## config.mk

```make
export PLATFORM = sky130hd
export DESIGN_NAME = e1_framer_hdlc_irq_regs
export DESIGN_NICKNAME = d
export VERILOG_FILES = /design/src/design/irq_regs_pkg.sv /design/src/design/e1_framer_hdlc_irq_regs.sv
export SDC_FILE = /design/constraint.sdc
export NUM_CORES = 1
export LEC_CHECK = 0
export ABC_AREA = 1
export BUFFER_PORTS_ARGS = -buffer_cell sky130_fd_sc_hd__buf_2
export CORE_ASPECT_RATIO = 1.25
export CORE_UTILIZATION = 49
export DETAILED_ROUTE_END_ITERATION = 7
export PLACE_DENSITY_LB_ADDON = 0.2
export SLEW_MARGIN = 20
export SYNTH_ARGS = -nofsm -noshare
export SYNTH_HDL_FRONTEND = slang
export SYNTH_SLANG_ARGS = --single-unit
```

## constraint.sdc

```tcl
create_clock -name clk_in -period 0.8 [get_ports clk_in]
set_input_delay 0.08 -clock clk_in [delete_from_list [all_inputs] [get_ports clk_in]]
set_output_delay 0.08 -clock clk_in [all_outputs]
set_load 0.05 [all_outputs]
```

## src/design/irq_regs_pkg.sv

```systemverilog
package irq_regs_pkg;

	// ==========================================================
	// Register map (word index equals byte address here)
	// ==========================================================
	localparam int ADDR_W = 4;
	localparam logic [3:0] FRAMER_IRQ_ENABLE_ADDR = 4'h5; // Enable register
	localparam logic [3:0] DATA_LINK_STATUS_ONE_ADDR = 4'h6; // Link status, read clears
	localparam logic [3:0] FRAMER_IRQ_STATUS_ADDR = 4'h7; // Framer status, read clears
	localparam logic [3:0] DATA_LINK_IRQ_ENABLE_ADDR = 4'h8; // Link status mask

	// ==========================================================
	// Field positions
	// ==========================================================
	localparam int FRAME_LOSS_BIT = 3;
	localparam int MIMIC_BIT = 2;
	localparam int CRC4_BIT = 1;
	localparam int ALIGN_BIT = 0;
	localparam int MSG_KIND_BIT = 7;
	localparam int TX_BEGUN_BIT = 6;
	localparam int RX_BEGUN_BIT = 5;
	localparam int TX_DONE_BIT = 4;

	// ==========================================================
	// Reset values
	// ==========================================================
	localparam logic [7:0] ENABLE_RESET = 8'h00;
	localparam logic [7:0] STATUS_RESET = 8'h00;

	// Framer events: one-cycle pulses, except the frame_loss level
	typedef struct packed {
		logic frame_loss; // Out-of-frame defect level
		logic mimic_detect; // Mimic pattern seen
		logic crc4_error; // CRC-4 sub-multiframe error
		logic align_bit_error; // Alignment bit error(s)
	} framer_events_t;

	// Data link controller events
	typedef struct packed {
		logic tx_message_begun; // Transmit started
		logic rx_message_begun; // Receive started
		logic tx_message_done; // Transmit finished
		logic rx_message_kind_valid; // Kind below is fresh
		logic rx_message_kind; // 1 message-oriented, 0 bit-oriented
	} link_events_t;

	// Register bus request
	typedef struct packed {
		logic [3:0] addr;
		logic [7:0] wdata;
		logic wr;
		logic rd;
	} reg_req_t;

endpackage

```

## src/design/e1_framer_hdlc_irq_regs.sv

```systemverilog
// The register addresses and the plain strobed port were left to the implementer.
`timescale 1ns/1ps

// Functional notes
// - Loss-of-frame change irq, both edges
// - Frame mimic detection raises irq
// - CRC-4 error raises irq
// - Alignment bit error raises irq
// - Alignment error never forces realignment
// - Enable bits read-write, reset zero
// - Bit 7 shows last message kind
// - Bit 6 set on transmit start
// - Bit 5 set on receive start
// - Status flags clear on read, reset zero
// - Error status latched regardless of enable
module e1_framer_hdlc_irq_regs (
	// Clock and reset
	input wire logic clk_in,
	input wire logic rst_n_in,
	// Register port
	input wire irq_regs_pkg::reg_req_t req_in,
	output logic [7:0] rdata_out,
	// Event sources, same clock domain
	input wire irq_regs_pkg::framer_events_t framer_in,
	input wire irq_regs_pkg::link_events_t link_in,
	// Interrupt and framer guard
	output logic irq_out,
	output logic force_realign_out
);
	import irq_regs_pkg::*;

	// ==========================================================
	// Registers
	// ==========================================================
	logic [7:0] enable_q; // Framer enables, low nibble used
	logic [7:0] link_enable_q; // Link enables, bits 6..4
	logic [3:0] framer_status_q; // Sticky framer flags
	logic [2:0] link_status_q; // Sticky link flags, bits 6..4
	logic msg_kind_q; // Last received message kind
	logic frame_loss_q; // Previous defect level
	logic [7:0] rdata_d; // Read data before the output register
	logic frame_loss_change; // Defect declared or cleared this cycle
	logic rd_fr; // Read of framer status
	logic rd_link; // Read of link status
	logic wr_fr; // Write to framer status, ones clear
	logic wr_link; // Write to link status, ones clear
	logic [3:0] framer_clear; // Framer flags to drop this cycle
	logic [2:0] link_clear; // Link flags to drop this cycle

	assign rd_fr = req_in.rd && (req_in.addr == FRAMER_IRQ_STATUS_ADDR);
	assign rd_link = req_in.rd && (req_in.addr == DATA_LINK_STATUS_ONE_ADDR);
	assign wr_fr = req_in.wr && (req_in.addr == FRAMER_IRQ_STATUS_ADDR);
	assign wr_link = req_in.wr && (req_in.addr == DATA_LINK_STATUS_ONE_ADDR);
	// A read drops every flag of its register; a write drops the ones written
	assign framer_clear = rd_fr ? 4'hF : (wr_fr ? req_in.wdata[3:0] : 4'h0);
	assign link_clear = rd_link ? 3'h7 : (wr_link ? req_in.wdata[6:4] : 3'h0);

	// ==========================================================
	// Enable registers
	// ==========================================================
	// Software writes; only defined bits are stored
	always_ff @(posedge clk_in or negedge rst_n_in) begin
		if (!rst_n_in) begin
			enable_q <= ENABLE_RESET;
			link_enable_q <= ENABLE_RESET;
		end else if (req_in.wr) begin
			if (req_in.addr == FRAMER_IRQ_ENABLE_ADDR) begin
				enable_q <= {4'h0, req_in.wdata[3:0]};
			end
			if (req_in.addr == DATA_LINK_IRQ_ENABLE_ADDR) begin
				link_enable_q <= {1'b0, req_in.wdata[6:4], 4'h0};
			end
		end
	end

	// ==========================================================
	// Framer event capture
	// ==========================================================
	// Defect level edge detector catches declare and clear alike
	always_ff @(posedge clk_in or negedge rst_n_in) begin
		if (!rst_n_in) begin
			frame_loss_q <= 1'b0;
		end else begin
			frame_loss_q <= framer_in.frame_loss;
		end
	end
	assign frame_loss_change = framer_in.frame_loss ^ frame_loss_q;

	// Set wins over a read or write clear so no event is lost
	always_ff @(posedge clk_in or negedge rst_n_in) begin
		if (!rst_n_in) begin
			framer_status_q <= STATUS_RESET[3:0];
		end else begin
			framer_status_q <= (framer_status_q & ~framer_clear) | {
				frame_loss_change,
				framer_in.mimic_detect,
				framer_in.crc4_error,
				framer_in.align_bit_error};
		end
	end

	// Alignment errors are only reported; realign is never asked for here
	assign force_realign_out = 1'b0;

	// ==========================================================
	// Data link event capture
	// ==========================================================
	always_ff @(posedge clk_in or negedge rst_n_in) begin
		if (!rst_n_in) begin
			link_status_q <= STATUS_RESET[6:4];
		end else begin
			link_status_q <= (link_status_q & ~link_clear) | {
				link_in.tx_message_begun,
				link_in.rx_message_begun,
				link_in.tx_message_done};
		end
	end

	// Kind holds until the next received message updates it
	always_ff @(posedge clk_in or negedge rst_n_in) begin
		if (!rst_n_in) begin
			msg_kind_q <= 1'b0;
		end else if (link_in.rx_message_kind_valid) begin
			msg_kind_q <= link_in.rx_message_kind;
		end
	end

	// ==========================================================
	// Read data, one cycle after the strobe
	// ==========================================================
	always_comb begin
		rdata_d = 8'h00; // Unmapped reads return zero
		unique case (req_in.addr)
			FRAMER_IRQ_ENABLE_ADDR: rdata_d = enable_q;
			DATA_LINK_STATUS_ONE_ADDR: rdata_d = {msg_kind_q, link_status_q, 4'h0};
			FRAMER_IRQ_STATUS_ADDR: rdata_d = {4'h0, framer_status_q};
			DATA_LINK_IRQ_ENABLE_ADDR: rdata_d = link_enable_q;
			default: rdata_d = 8'h00;
		endcase
	end

	always_ff @(posedge clk_in or negedge rst_n_in) begin
		if (!rst_n_in) begin
			rdata_out <= 8'h00;
		end else if (req_in.rd) begin
			rdata_out <= rdata_d;
		end else begin
			rdata_out <= 8'h00;
		end
	end

	// ==========================================================
	// Interrupt output
	// ==========================================================
	// Level output: drops once the flag is read away
	assign irq_out = |(framer_status_q & enable_q[3:0]) ||
		|(link_status_q & link_enable_q[6:4]);
endmodule // e1_framer_hdlc_irq_regs

```

* Yosys cells after proc, flatten, opt, wreduce, memory -nomap -nowiden
Cells that the tools add are included.
W data, S select, Z words.
** Cells by class
- Equality and inequality tests :: 4
- Multiplexer cells :: 6
- Bitwise logic cells :: 9
- Reductions and logical operators :: 9
** Operators by type and width (number)
- $pmux W8 S4 :: 1
- $eq A4 B3 Y1 const B :: 3
- $and A4 B4 Y4 :: 2
- $mux W4 :: 2
- $mux W8 :: 1
- $and A3 B3 Y3 :: 2
- $mux W3 :: 2
- $eq A4 B4 Y1 const B :: 1
- $logic_and A1 B1 Y1 :: 4
- $not A4 Y4 :: 1
- $or A4 B4 Y4 :: 1
- $reduce_and A2 Y1 :: 2
- $reduce_or A4 Y1 :: 1
- $not A3 Y3 :: 1
- $or A3 B3 Y3 :: 1
- $reduce_or A3 Y1 :: 1
- $logic_or A1 B1 Y1 :: 1
- $xor A1 B1 Y1 :: 1
** Storage, ports and cells
- Register bits after elaboration :: 24
- Input bits :: 25
- Word-level logic and storage cells :: 35

* Depth between registers and ports, before layout
Gate-level depths: netlist (run 1).
- Depth after elaboration :: 7
- Mapped depth :: 7

* Worst setup path before layout (run 1)
Ideal clock, no wire load.
- Path kind :: register -> output
- Start :: register link_status_q[0]
- End :: output irq_out
- Arrival time :: 1028 ps
- Required time :: 720 ps
- Path slack :: -308 ps
- Stages on the path, launching flop included :: 5
- Path buffers :: 0
- Cells stage by stage :: dfrtp_1 > nand2_1 > nand2_1 > nor2_1 > nand4_1
** On the way
- Word-level cells in the longest chain between the ends :: 3
** RTL lines
- from (decl) :: RTL line e1_framer_hdlc_irq_regs.sv:38 : logic [2:0] link_status_q;
- from (signal assigned) :: RTL line e1_framer_hdlc_irq_regs.sv:110 : link_status_q <= STATUS_RESET[6:4];
- from (signal assigned) :: RTL line e1_framer_hdlc_irq_regs.sv:112 : link_status_q <= (link_status_q & ~link_clear) | {
- $and A3 B3 Y3 :: RTL line e1_framer_hdlc_irq_regs.sv:157 : |(link_status_q & link_enable_q[6:4]);
- $reduce_or A3 Y1 :: RTL line e1_framer_hdlc_irq_regs.sv:157
- $logic_or A1 B1 Y1 :: RTL line e1_framer_hdlc_irq_regs.sv:156 : assign irq_out = |(framer_status_q & enable_q[3:0]) ||
- to (decl) :: RTL line e1_framer_hdlc_irq_regs.sv:27 : output logic irq_out,
No other way between the ends.

* Worst setup path after layout (run 1)
- Start :: register link_enable_q[5]
- End :: output irq_out
** On the way
- Word-level cells in the longest chain between the ends :: 3
** RTL lines
- from (decl) :: RTL line e1_framer_hdlc_irq_regs.sv:36 : logic [7:0] link_enable_q;
- from (signal assigned) :: RTL line e1_framer_hdlc_irq_regs.sv:71 : link_enable_q <= {1'b0, req_in.wdata[6:4], 4'h0};
- $and A3 B3 Y3 :: RTL line e1_framer_hdlc_irq_regs.sv:157
- $reduce_or A3 Y1 :: RTL line e1_framer_hdlc_irq_regs.sv:157
- $logic_or A1 B1 Y1 :: RTL line e1_framer_hdlc_irq_regs.sv:156
No other way between the ends.

==> impl_results.rst, run 1 <==
.. list-table::
   :header-rows: 1

   * - Metric
     - Value
   * - Warnings, synthesis
     - 0
   * - Power per Cell Area
     - 1680 mW/mm^2
   * - Most area-consuming cells after synthesis
     - sky130_fd_sc_hd__dfrtp_1, sky130_fd_sc_hd__nand2_1, sky130_fd_sc_hd__nand3_1, sky130_fd_sc_hd__nand4_1, sky130_fd_sc_hd__inv_1
   * - Max-cap violations
     - 0
   * - CP delay by family, top
     - flip-flops
   * - Crit-path slowest cell
     - sky130_fd_sc_hd__dfrtp_1
   * - Detailed Route Iter0 Violations
     - 23
   * - Yosys top cell by area
     - sky130_fd_sc_hd__dfrtp_1
   * - Buffer depth of the longest clock path
     - 2
   * - Fmax
     - 748 MHz
   * - Primary FF master, synth
     - sky130_fd_sc_hd__dfrtp_1
   * - Failing checks
     - setup timing
   * - Worst IR drop on VDD
     - 1.61 mV
   * - Post-layout nets
     - roughly 230
   * - DRC Markers
     - 0
   * - Worst EP required
     - 0.72 ns
   * - Cell mode on critical path
     - sky130_fd_sc_hd__nand2_1
   * - Number of CTS-inserted buffers
     - 3
   * - Clk slew on worst S/H paths
     - about 0.13 ns
   * - Share of post-route cells with drive strength above 1
     - around two fifths
   * - Sort of element at the start of the critical path
     - register
   * - Sequential-to-total area share from yosys stat
     - 52.5%
   * - Final HPWL DP
     - 1830 um
   * - Async set or reset register ratio after synthesis
     - 100%
   * - H-tree levels
     - 1
   * - Highest cell delay on the worst timing path
     - 0.41 ns
   * - Leakage Power
     - 0.934 nW
   * - Setup repair after global routing missed its margin
     - true
   * - Setup crit end kind
     - primary output
   * - Critical path cell sequence
     - nand2_1 > nand2_1 > nor2_2 > nand4_1 > buf_6
   * - Final-layout fill cell count
     - 147
   * - Antenna violations before repair
     - 0
   * - Boundary Pins
     - 35
   * - CTS root buffer
     - sky130_fd_sc_hd__clkbuf_4
   * - Number of pins with negative max-slew slack in the final report
     - 0
   * - Time the final worst path needs with I/O delays and setup
     - 1.34 ns
   * - Remaining antenna violation count after routing
     - 0
   * - Effective utilization at floorplan
     - 51.8%
   * - EDFF count, synth
     - 0
   * - TritonCTS clock tree
     - yes
   * - Finish-stage setup viols
     - 10
   * - Die H
     - 56.0 um
   * - Total wirelength of the detailed-routed design
     - 2980 um
   * - Final number of hold-violating endpoints
     - 0
   * - Worst setup path start
     - link_enable_q[5]
   * - Count of unique library cells instantiated by Yosys
     - 20
   * - Top-count cell post-synth
     - sky130_fd_sc_hd__nand2_1
   * - Result of the run
     - complete, but fails checks
   * - Total number of vias
     - 1152
   * - Hold Startpoint
     - req_in[0]
   * - Clock Sink Count
     - 24
   * - RePlAce Congestion
     - 0.771
   * - Worst clock skew on the final layout
     - 0.0112 ns
   * - Netlist area before placement
     - 0.00114 sq mm
   * - Die area
     - 0.00253 sq mm
   * - Number of antenna diodes
     - 0
   * - Largest net degree at the start of global routing
     - 25
   * - Area of the placeable core
     - between 0.002 and 0.0025 sq mm
   * - Final critical-path share of the clock period
     - 167%
   * - Ranking of synthesized cells by instance count
     - sky130_fd_sc_hd__nand2_1, sky130_fd_sc_hd__dfrtp_1, sky130_fd_sc_hd__nand3_1
   * - Share of the synthesized area in the top cell type
     - 52.5%
   * - Quantity of I/O buffers inserted on ports
     - 32
   * - Global Route Usage Sum
     - 25.0%
   * - Path type of the worst min-delay path
     - input pin to register
   * - Type of the worst setup path
     - register to primary output
   * - Crit path buf inv count
     - 1
   * - Clock insertion delay at the later pin of the skew report
     - 0.32 ns
   * - Count of standard-cell rows
     - 19
   * - Total Power Consumption
     - 3.04 mW
   * - Beginning of the worst register-to-register path
     - link_enable_q[6]
   * - Post-Synthesis Cells
     - around 130
   * - Largest driver fanout on the critical path
     - 2
   * - Worst setup margin
     - -0.536 ns
   * - Avg WL per Cell
     - 12.8 um
   * - Per-instance average area after synthesis
     - 8.67 sq um
   * - Vias per cell
     - roughly 5
   * - GRT Residual Overflow
     - 0
   * - Synthesis-stage register bit count
     - 24
   * - First-pass iteration count of the detailed router
     - 4
   * - Global-route wire length before repair
     - 4570 um
   * - Die X
     - 45.2 um
   * - Via count of the first global-routing pass
     - 1092
   * - Sum of negative setup slack
     - -1.76 ns
   * - Critical Path AT
     - 1.26 ns
   * - Syn Nets
     - 157
   * - Relative area change from synthesis to final layout
     - 57.6%
-- cells by family after synthesis --
family	Yosys count	synth area share, %
other	1	0.328
xor gates and xnor gates	1	0.765
buffers and inverters	18	6.99
DFF	24	52.5
AOI/OAI and AO/OA	11	4.81
and+or+nand+nor	77	34.6
-- placed cells by master (no fill, tap or decap) --
cell                            netlist  routed
sky130_fd_sc_hd__nand2_1             43      43
sky130_fd_sc_hd__xnor2_1              1       1
sky130_fd_sc_hd__inv_2                2       2
sky130_fd_sc_hd__nor2_4               2       2
sky130_fd_sc_hd__o21ai_2              0       3
sky130_fd_sc_hd__dfrtp_1             24      24
sky130_fd_sc_hd__buf_4                1      18
sky130_fd_sc_hd__conb_1               1       1
sky130_fd_sc_hd__nor2_1               3       2
sky130_fd_sc_hd__buf_2                1      23
sky130_fd_sc_hd__dlygate4sd3_1        0      17
sky130_fd_sc_hd__nor2_2               0       1
sky130_fd_sc_hd__nand2_2              3       3
sky130_fd_sc_hd__nand4_1              8       8
sky130_fd_sc_hd__nand3_2              1       3
sky130_fd_sc_hd__nand4_4              1       1
sky130_fd_sc_hd__buf_12               0       1
sky130_fd_sc_hd__o21ai_0              4       1
sky130_fd_sc_hd__a21oi_2              0       4
sky130_fd_sc_hd__nand2_4              1       1
sky130_fd_sc_hd__clkbuf_4             0       3
sky130_fd_sc_hd__bufinv_16            0       1
sky130_fd_sc_hd__a21oi_1              7       3
sky130_fd_sc_hd__nor2_8               1       1
sky130_fd_sc_hd__buf_6                1      10
sky130_fd_sc_hd__inv_1               13      13
sky130_fd_sc_hd__nand3_1             14      12
-- worst register-to-register path: stages, from the launching register on --
cell	delay [ns]
sky130_fd_sc_hd__dfrtp_1	0.41
sky130_fd_sc_hd__buf_4	0.15
sky130_fd_sc_hd__nand4_1	0.08
sky130_fd_sc_hd__a21oi_1	0.07
-- path summary, 6_finish.rpt --
kind	endpoint	slack (ns)	cells after the start
setup / recovery	irq_out	-0.54	5
hold / removal	rdata_out[7]	0.05	3
setup reg to reg	rdata_out[6]	-0.01	3
hold reg to reg	rdata_out[7]	0.51	2
max in group asynchronous	link_status_q[1]	0.45	3
min in group asynchronous	rdata_out[1]	0.20	3
-- per-layer routing --
metal | wire (um) | global-route usage (%) | up-vias
met1 | 1240 | 32.0 | 540
met2 | 1560 | 41.2 | 37
met3 | 111 | 1.95 | 6
li1 | - | - | 569
met5 | 0 | 0 | -
met4 | 72 | 11.7 | 0
-- where the power goes --
| group | internal [mW] | total (mW) | switching, mW | leakage [nW] |
|---|---|---|---|---|
| sequential | 1.31 | 1.37 | 0.0554 | 0.287 |
| clock | 0.507 | 0.886 | 0.379 | 0.0279 |
| combinational | 0.373 | 0.784 | 0.411 | 0.620 |
-- repair_timing --
action                     4_1_cts  5_1_grt
setup endpoints to repair       11       21
hold buffers                    17        0
setup buffers                    0        1
pin swaps                        2        8
resized for setup               20       12
hold endpoints to repair        40        0
-- final cells by class --
type / count / area (sq um) / area share (%)
multi-input cells: 90 / 503 / 27.9
well taps: 31 / 38.8 / 2.15
inverters: 15 / 56.3 / 3.12
clock buffers: 3 / 22.5 / 1.25
repair buffers: 69 / 553 / 30.7
flip-flops and latches: 24 / 601 / 33.3
clock inverters: 1 / 30.0 / 1.66
-- per-stage QoR --
stage	std cells	utilization [%]	worst slack, ns	cell area, sq um	hold slack (ns)
3_3_place_gp	212	67.1	-0.170	1480	0.0262
5_1_grt	233	81.6	-0.583	1800	0.0601
2_1_floorplan	132	-	-0.304	1140	-0.216
6_report	233	81.6	-0.536	1800	0.0525
4_1_cts	233	79.8	-0.547	1760	0.0560
3_5_place_dp	212	67.1	-0.193	1480	0.0281
-- flip-flops by register name (all words and copies together), names as in the netlist --
register and flops:
enable_q 4, frame_loss_q 1, framer_status_q 4, link_enable_q 3, link_status_q 3, msg_kind_q 1
rdata_out 8
Power figures use the tool's default switching activity.
==> run 2: changes to the inputs <==
Settings changed: BUFFER_PORTS_ARGS -buffer_cell sky130_fd_sc_hd__buf_2 to -buffer_cell sky130_fd_sc_hd__buf_4, CORE_UTILIZATION 49 to 40.
==> impl_results.rst, run 2 (synthesis gave the netlist of run 1 again) <==
.. list-table::
   :header-rows: 1

   * - Metric
     - Value
   * - Result of the run
     - complete, but fails checks
   * - Failing checks
     - setup timing
   * - H-tree levels
     - 1
   * - Share of post-route cells with drive strength above 1
     - 36.0%
   * - Detailed Route Iter0 Violations
     - 39
   * - Most frequent standard cell in the layout excluding fill and tap cells
     - sky130_fd_sc_hd__nand2_1
   * - TritonCTS clock tree
     - yes
   * - Register name with the most flops
     - rdata_out
   * - Worst IR drop on VDD
     - 1.08 mV
   * - Die area
     - 0.00308 sq mm
   * - Max-cap violations
     - 0
   * - Finish-stage setup viols
     - 9
   * - Avg WL per Cell
     - 11.1 um
   * - Count of standard-cell rows
     - 21
   * - CTS root buffer
     - sky130_fd_sc_hd__clkbuf_4
   * - Worst EP required
     - 0.72 ns
   * - Total cell area at the placement stage
     - 0.00154 sq mm
   * - Cell mode on critical path
     - sky130_fd_sc_hd__nand2_1
   * - Worst hold path depth
     - 3
   * - Global Route Usage Sum
     - between 10% and 20%
   * - Top Registers
     - rdata_out x8, enable_q x4, framer_status_q x4
   * - Hold Startpoint
     - req_in[0]
   * - Final-layout fill cell count
     - 229
   * - Largest driver fanout on the critical path
     - 2
   * - Slack of the worst reg-to-reg path
     - 0 ns
   * - Total wirelength of the detailed-routed design
     - 2600 um
   * - Buffer depth of the longest clock path
     - 2
   * - Antenna violations before repair
     - 0
   * - Capture endpoint of the worst hold path
     - rdata_out[7]
   * - Total non-filler cell area in the finished layout
     - 0.00180 sq mm
   * - Type of the worst setup path
     - register to primary output
   * - Vias per cell
     - ~4.8
   * - Number of pins with negative max-slew slack in the final report
     - 0
   * - Number of antenna diodes
     - 0
   * - Fmax
     - between 700 and 800 MHz
   * - Final number of hold-violating endpoints
     - 0
   * - Quantity of I/O buffers inserted on ports
     - 32
   * - Beginning of the worst register-to-register path
     - enable_q[2]
   * - Worst clock skew on the final layout
     - 0.000617 ns
   * - Die H
     - approximately 62 um
   * - Setup repair after global routing missed its margin
     - true
   * - Leakage Power
     - 0.919 nW
   * - Critical Path AT
     - 1.22 ns
   * - Path type of the worst min-delay path
     - input pin to register
   * - Number of CTS-inserted buffers
     - 3
   * - Final worst hold slack
     - 0.0579 ns
   * - Critical path cell sequence
     - nand2_1 > nand2_1 > nor2_2 > nand4_1 > buf_6
   * - RePlAce Congestion
     - 0.773
   * - Largest net degree at the start of global routing
     - 25
   * - Path depth of the worst reg2reg path
     - 3
   * - Boundary Pins
     - 35
   * - Post-layout nets
     - 226
   * - Power per Cell Area
     - 1540 mW/mm^2
   * - Clk slew on worst S/H paths
     - 0.13 ns
   * - Die X
     - 49.9 um
   * - Remaining antenna violation count after routing
     - 0
   * - Clock Sink Count
     - 24
   * - Sum of negative setup slack
     - -1.59 ns
   * - DRC Markers
     - 0
   * - Setup crit end kind
     - primary output
   * - Relative area change from synthesis to final layout
     - 57.5%
   * - Final HPWL DP
     - 1900 um
   * - Total number of vias
     - 1114
   * - Final critical-path share of the clock period
     - 162%
   * - Time the final worst path needs with I/O delays and setup
     - 1.30 ns
   * - Worst setup margin
     - -0.496 ns
   * - Flip-flop count of the largest register, all copies and words added
     - 8
   * - Clock insertion delay at the later pin of the skew report
     - around 0.31 ns
   * - Via count of the first global-routing pass
     - 1057
   * - Area of the placeable core
     - 0.00271 sq mm
   * - Crit-path slowest cell
     - sky130_fd_sc_hd__dfrtp_1
   * - Highest cell delay on the worst timing path
     - 0.40 ns
   * - GRT Residual Overflow
     - 0
   * - First-pass iteration count of the detailed router
     - 4
   * - Global-route wire length before repair
     - 4440 um
   * - Endpoint of the worst register-to-register path
     - rdata_out[2]
   * - Effective utilization at floorplan
     - 42.3%
   * - Sort of element at the start of the critical path
     - register
   * - Most frequent cells in the layout
     - sky130_fd_sc_hd__nand2_1, sky130_fd_sc_hd__buf_4, sky130_fd_sc_hd__dfrtp_1
## run 2: cell count changes in the layout (fill, tap and decap cells not counted), moves of 2 or more
cell / change
sky130_fd_sc_hd__buf_2: -23
sky130_fd_sc_hd__buf_4: +23
sky130_fd_sc_hd__nand3_1: +2
sky130_fd_sc_hd__nand3_2: -2
## run 2: worst max path at each step
stage                   end  cells past startpoint               start
floorplan           irq_out                      4  framer_status_q[1]
global placement    irq_out                      5    link_status_q[2]
detailed placement  irq_out                      5    link_status_q[0]
CTS                 irq_out                      5    link_status_q[1]
global route        irq_out                      5    link_status_q[0]
finish              irq_out                      5    link_status_q[1]
## run 2: layout make-up
class                           count  area (sq um)  area share (%)
Clock buffer                        4          36.3            2.01
Inverter                           15          56.3            3.12
Multi-Input combinational cell     90           488            27.1
Sequential cell                    24           601            33.3
Tap cell                           34          42.5            2.36
Timing Repair Buffer               67           579            32.1
## run 2: per-stage QoR
step | setup WS [ns] | total power [mW] | utilization [%] | cells
floorplan | -0.304 | 1.69 | - | 132
global placement | -0.164 | 2.03 | 56.9 | 213
detailed placement | -0.192 | 2.04 | 56.9 | 213
CTS | -0.518 | 2.77 | 65.8 | 234
global route | -0.606 | 2.92 | 66.6 | 234
finish | -0.496 | 2.78 | 66.6 | 234
## run 2: layer usage
layer  global-route usage, %  part of all wire (%)  vias to the layer above
li1                        -                     -                      566
met1                    23.8                    44                      503
met2                    34.4                    50                       41
met3                    2.43                   4.7                        4
met4                    8.16                   1.3                        0
met5                       0                     0                        -
## run 2: worst max-delay path, delay by kind of cell, from the launching register on
kind	cells	cell delay, ns
and+or+nand+nor	4	0.34
buffers and inverters	1	0.17
DFF	1	0.40
## run 2: where the power goes
part	leakage, nW	total [mW]	internal (mW)	switching, mW
logic	0.611	0.771	0.380	0.390
clock network	0.0210	0.645	0.278	0.367
registers	0.287	1.36	1.31	0.0495
total	0.919	2.78	1.97	0.807
## run 2: timing repair
item,4_1_cts,5_1_grt
gates resized for setup,10,9
setup endpoints to repair,9,19
pin swaps,2,6
hold endpoints to repair,40,0
hold buffers,17,0
buffers inserted,0,1
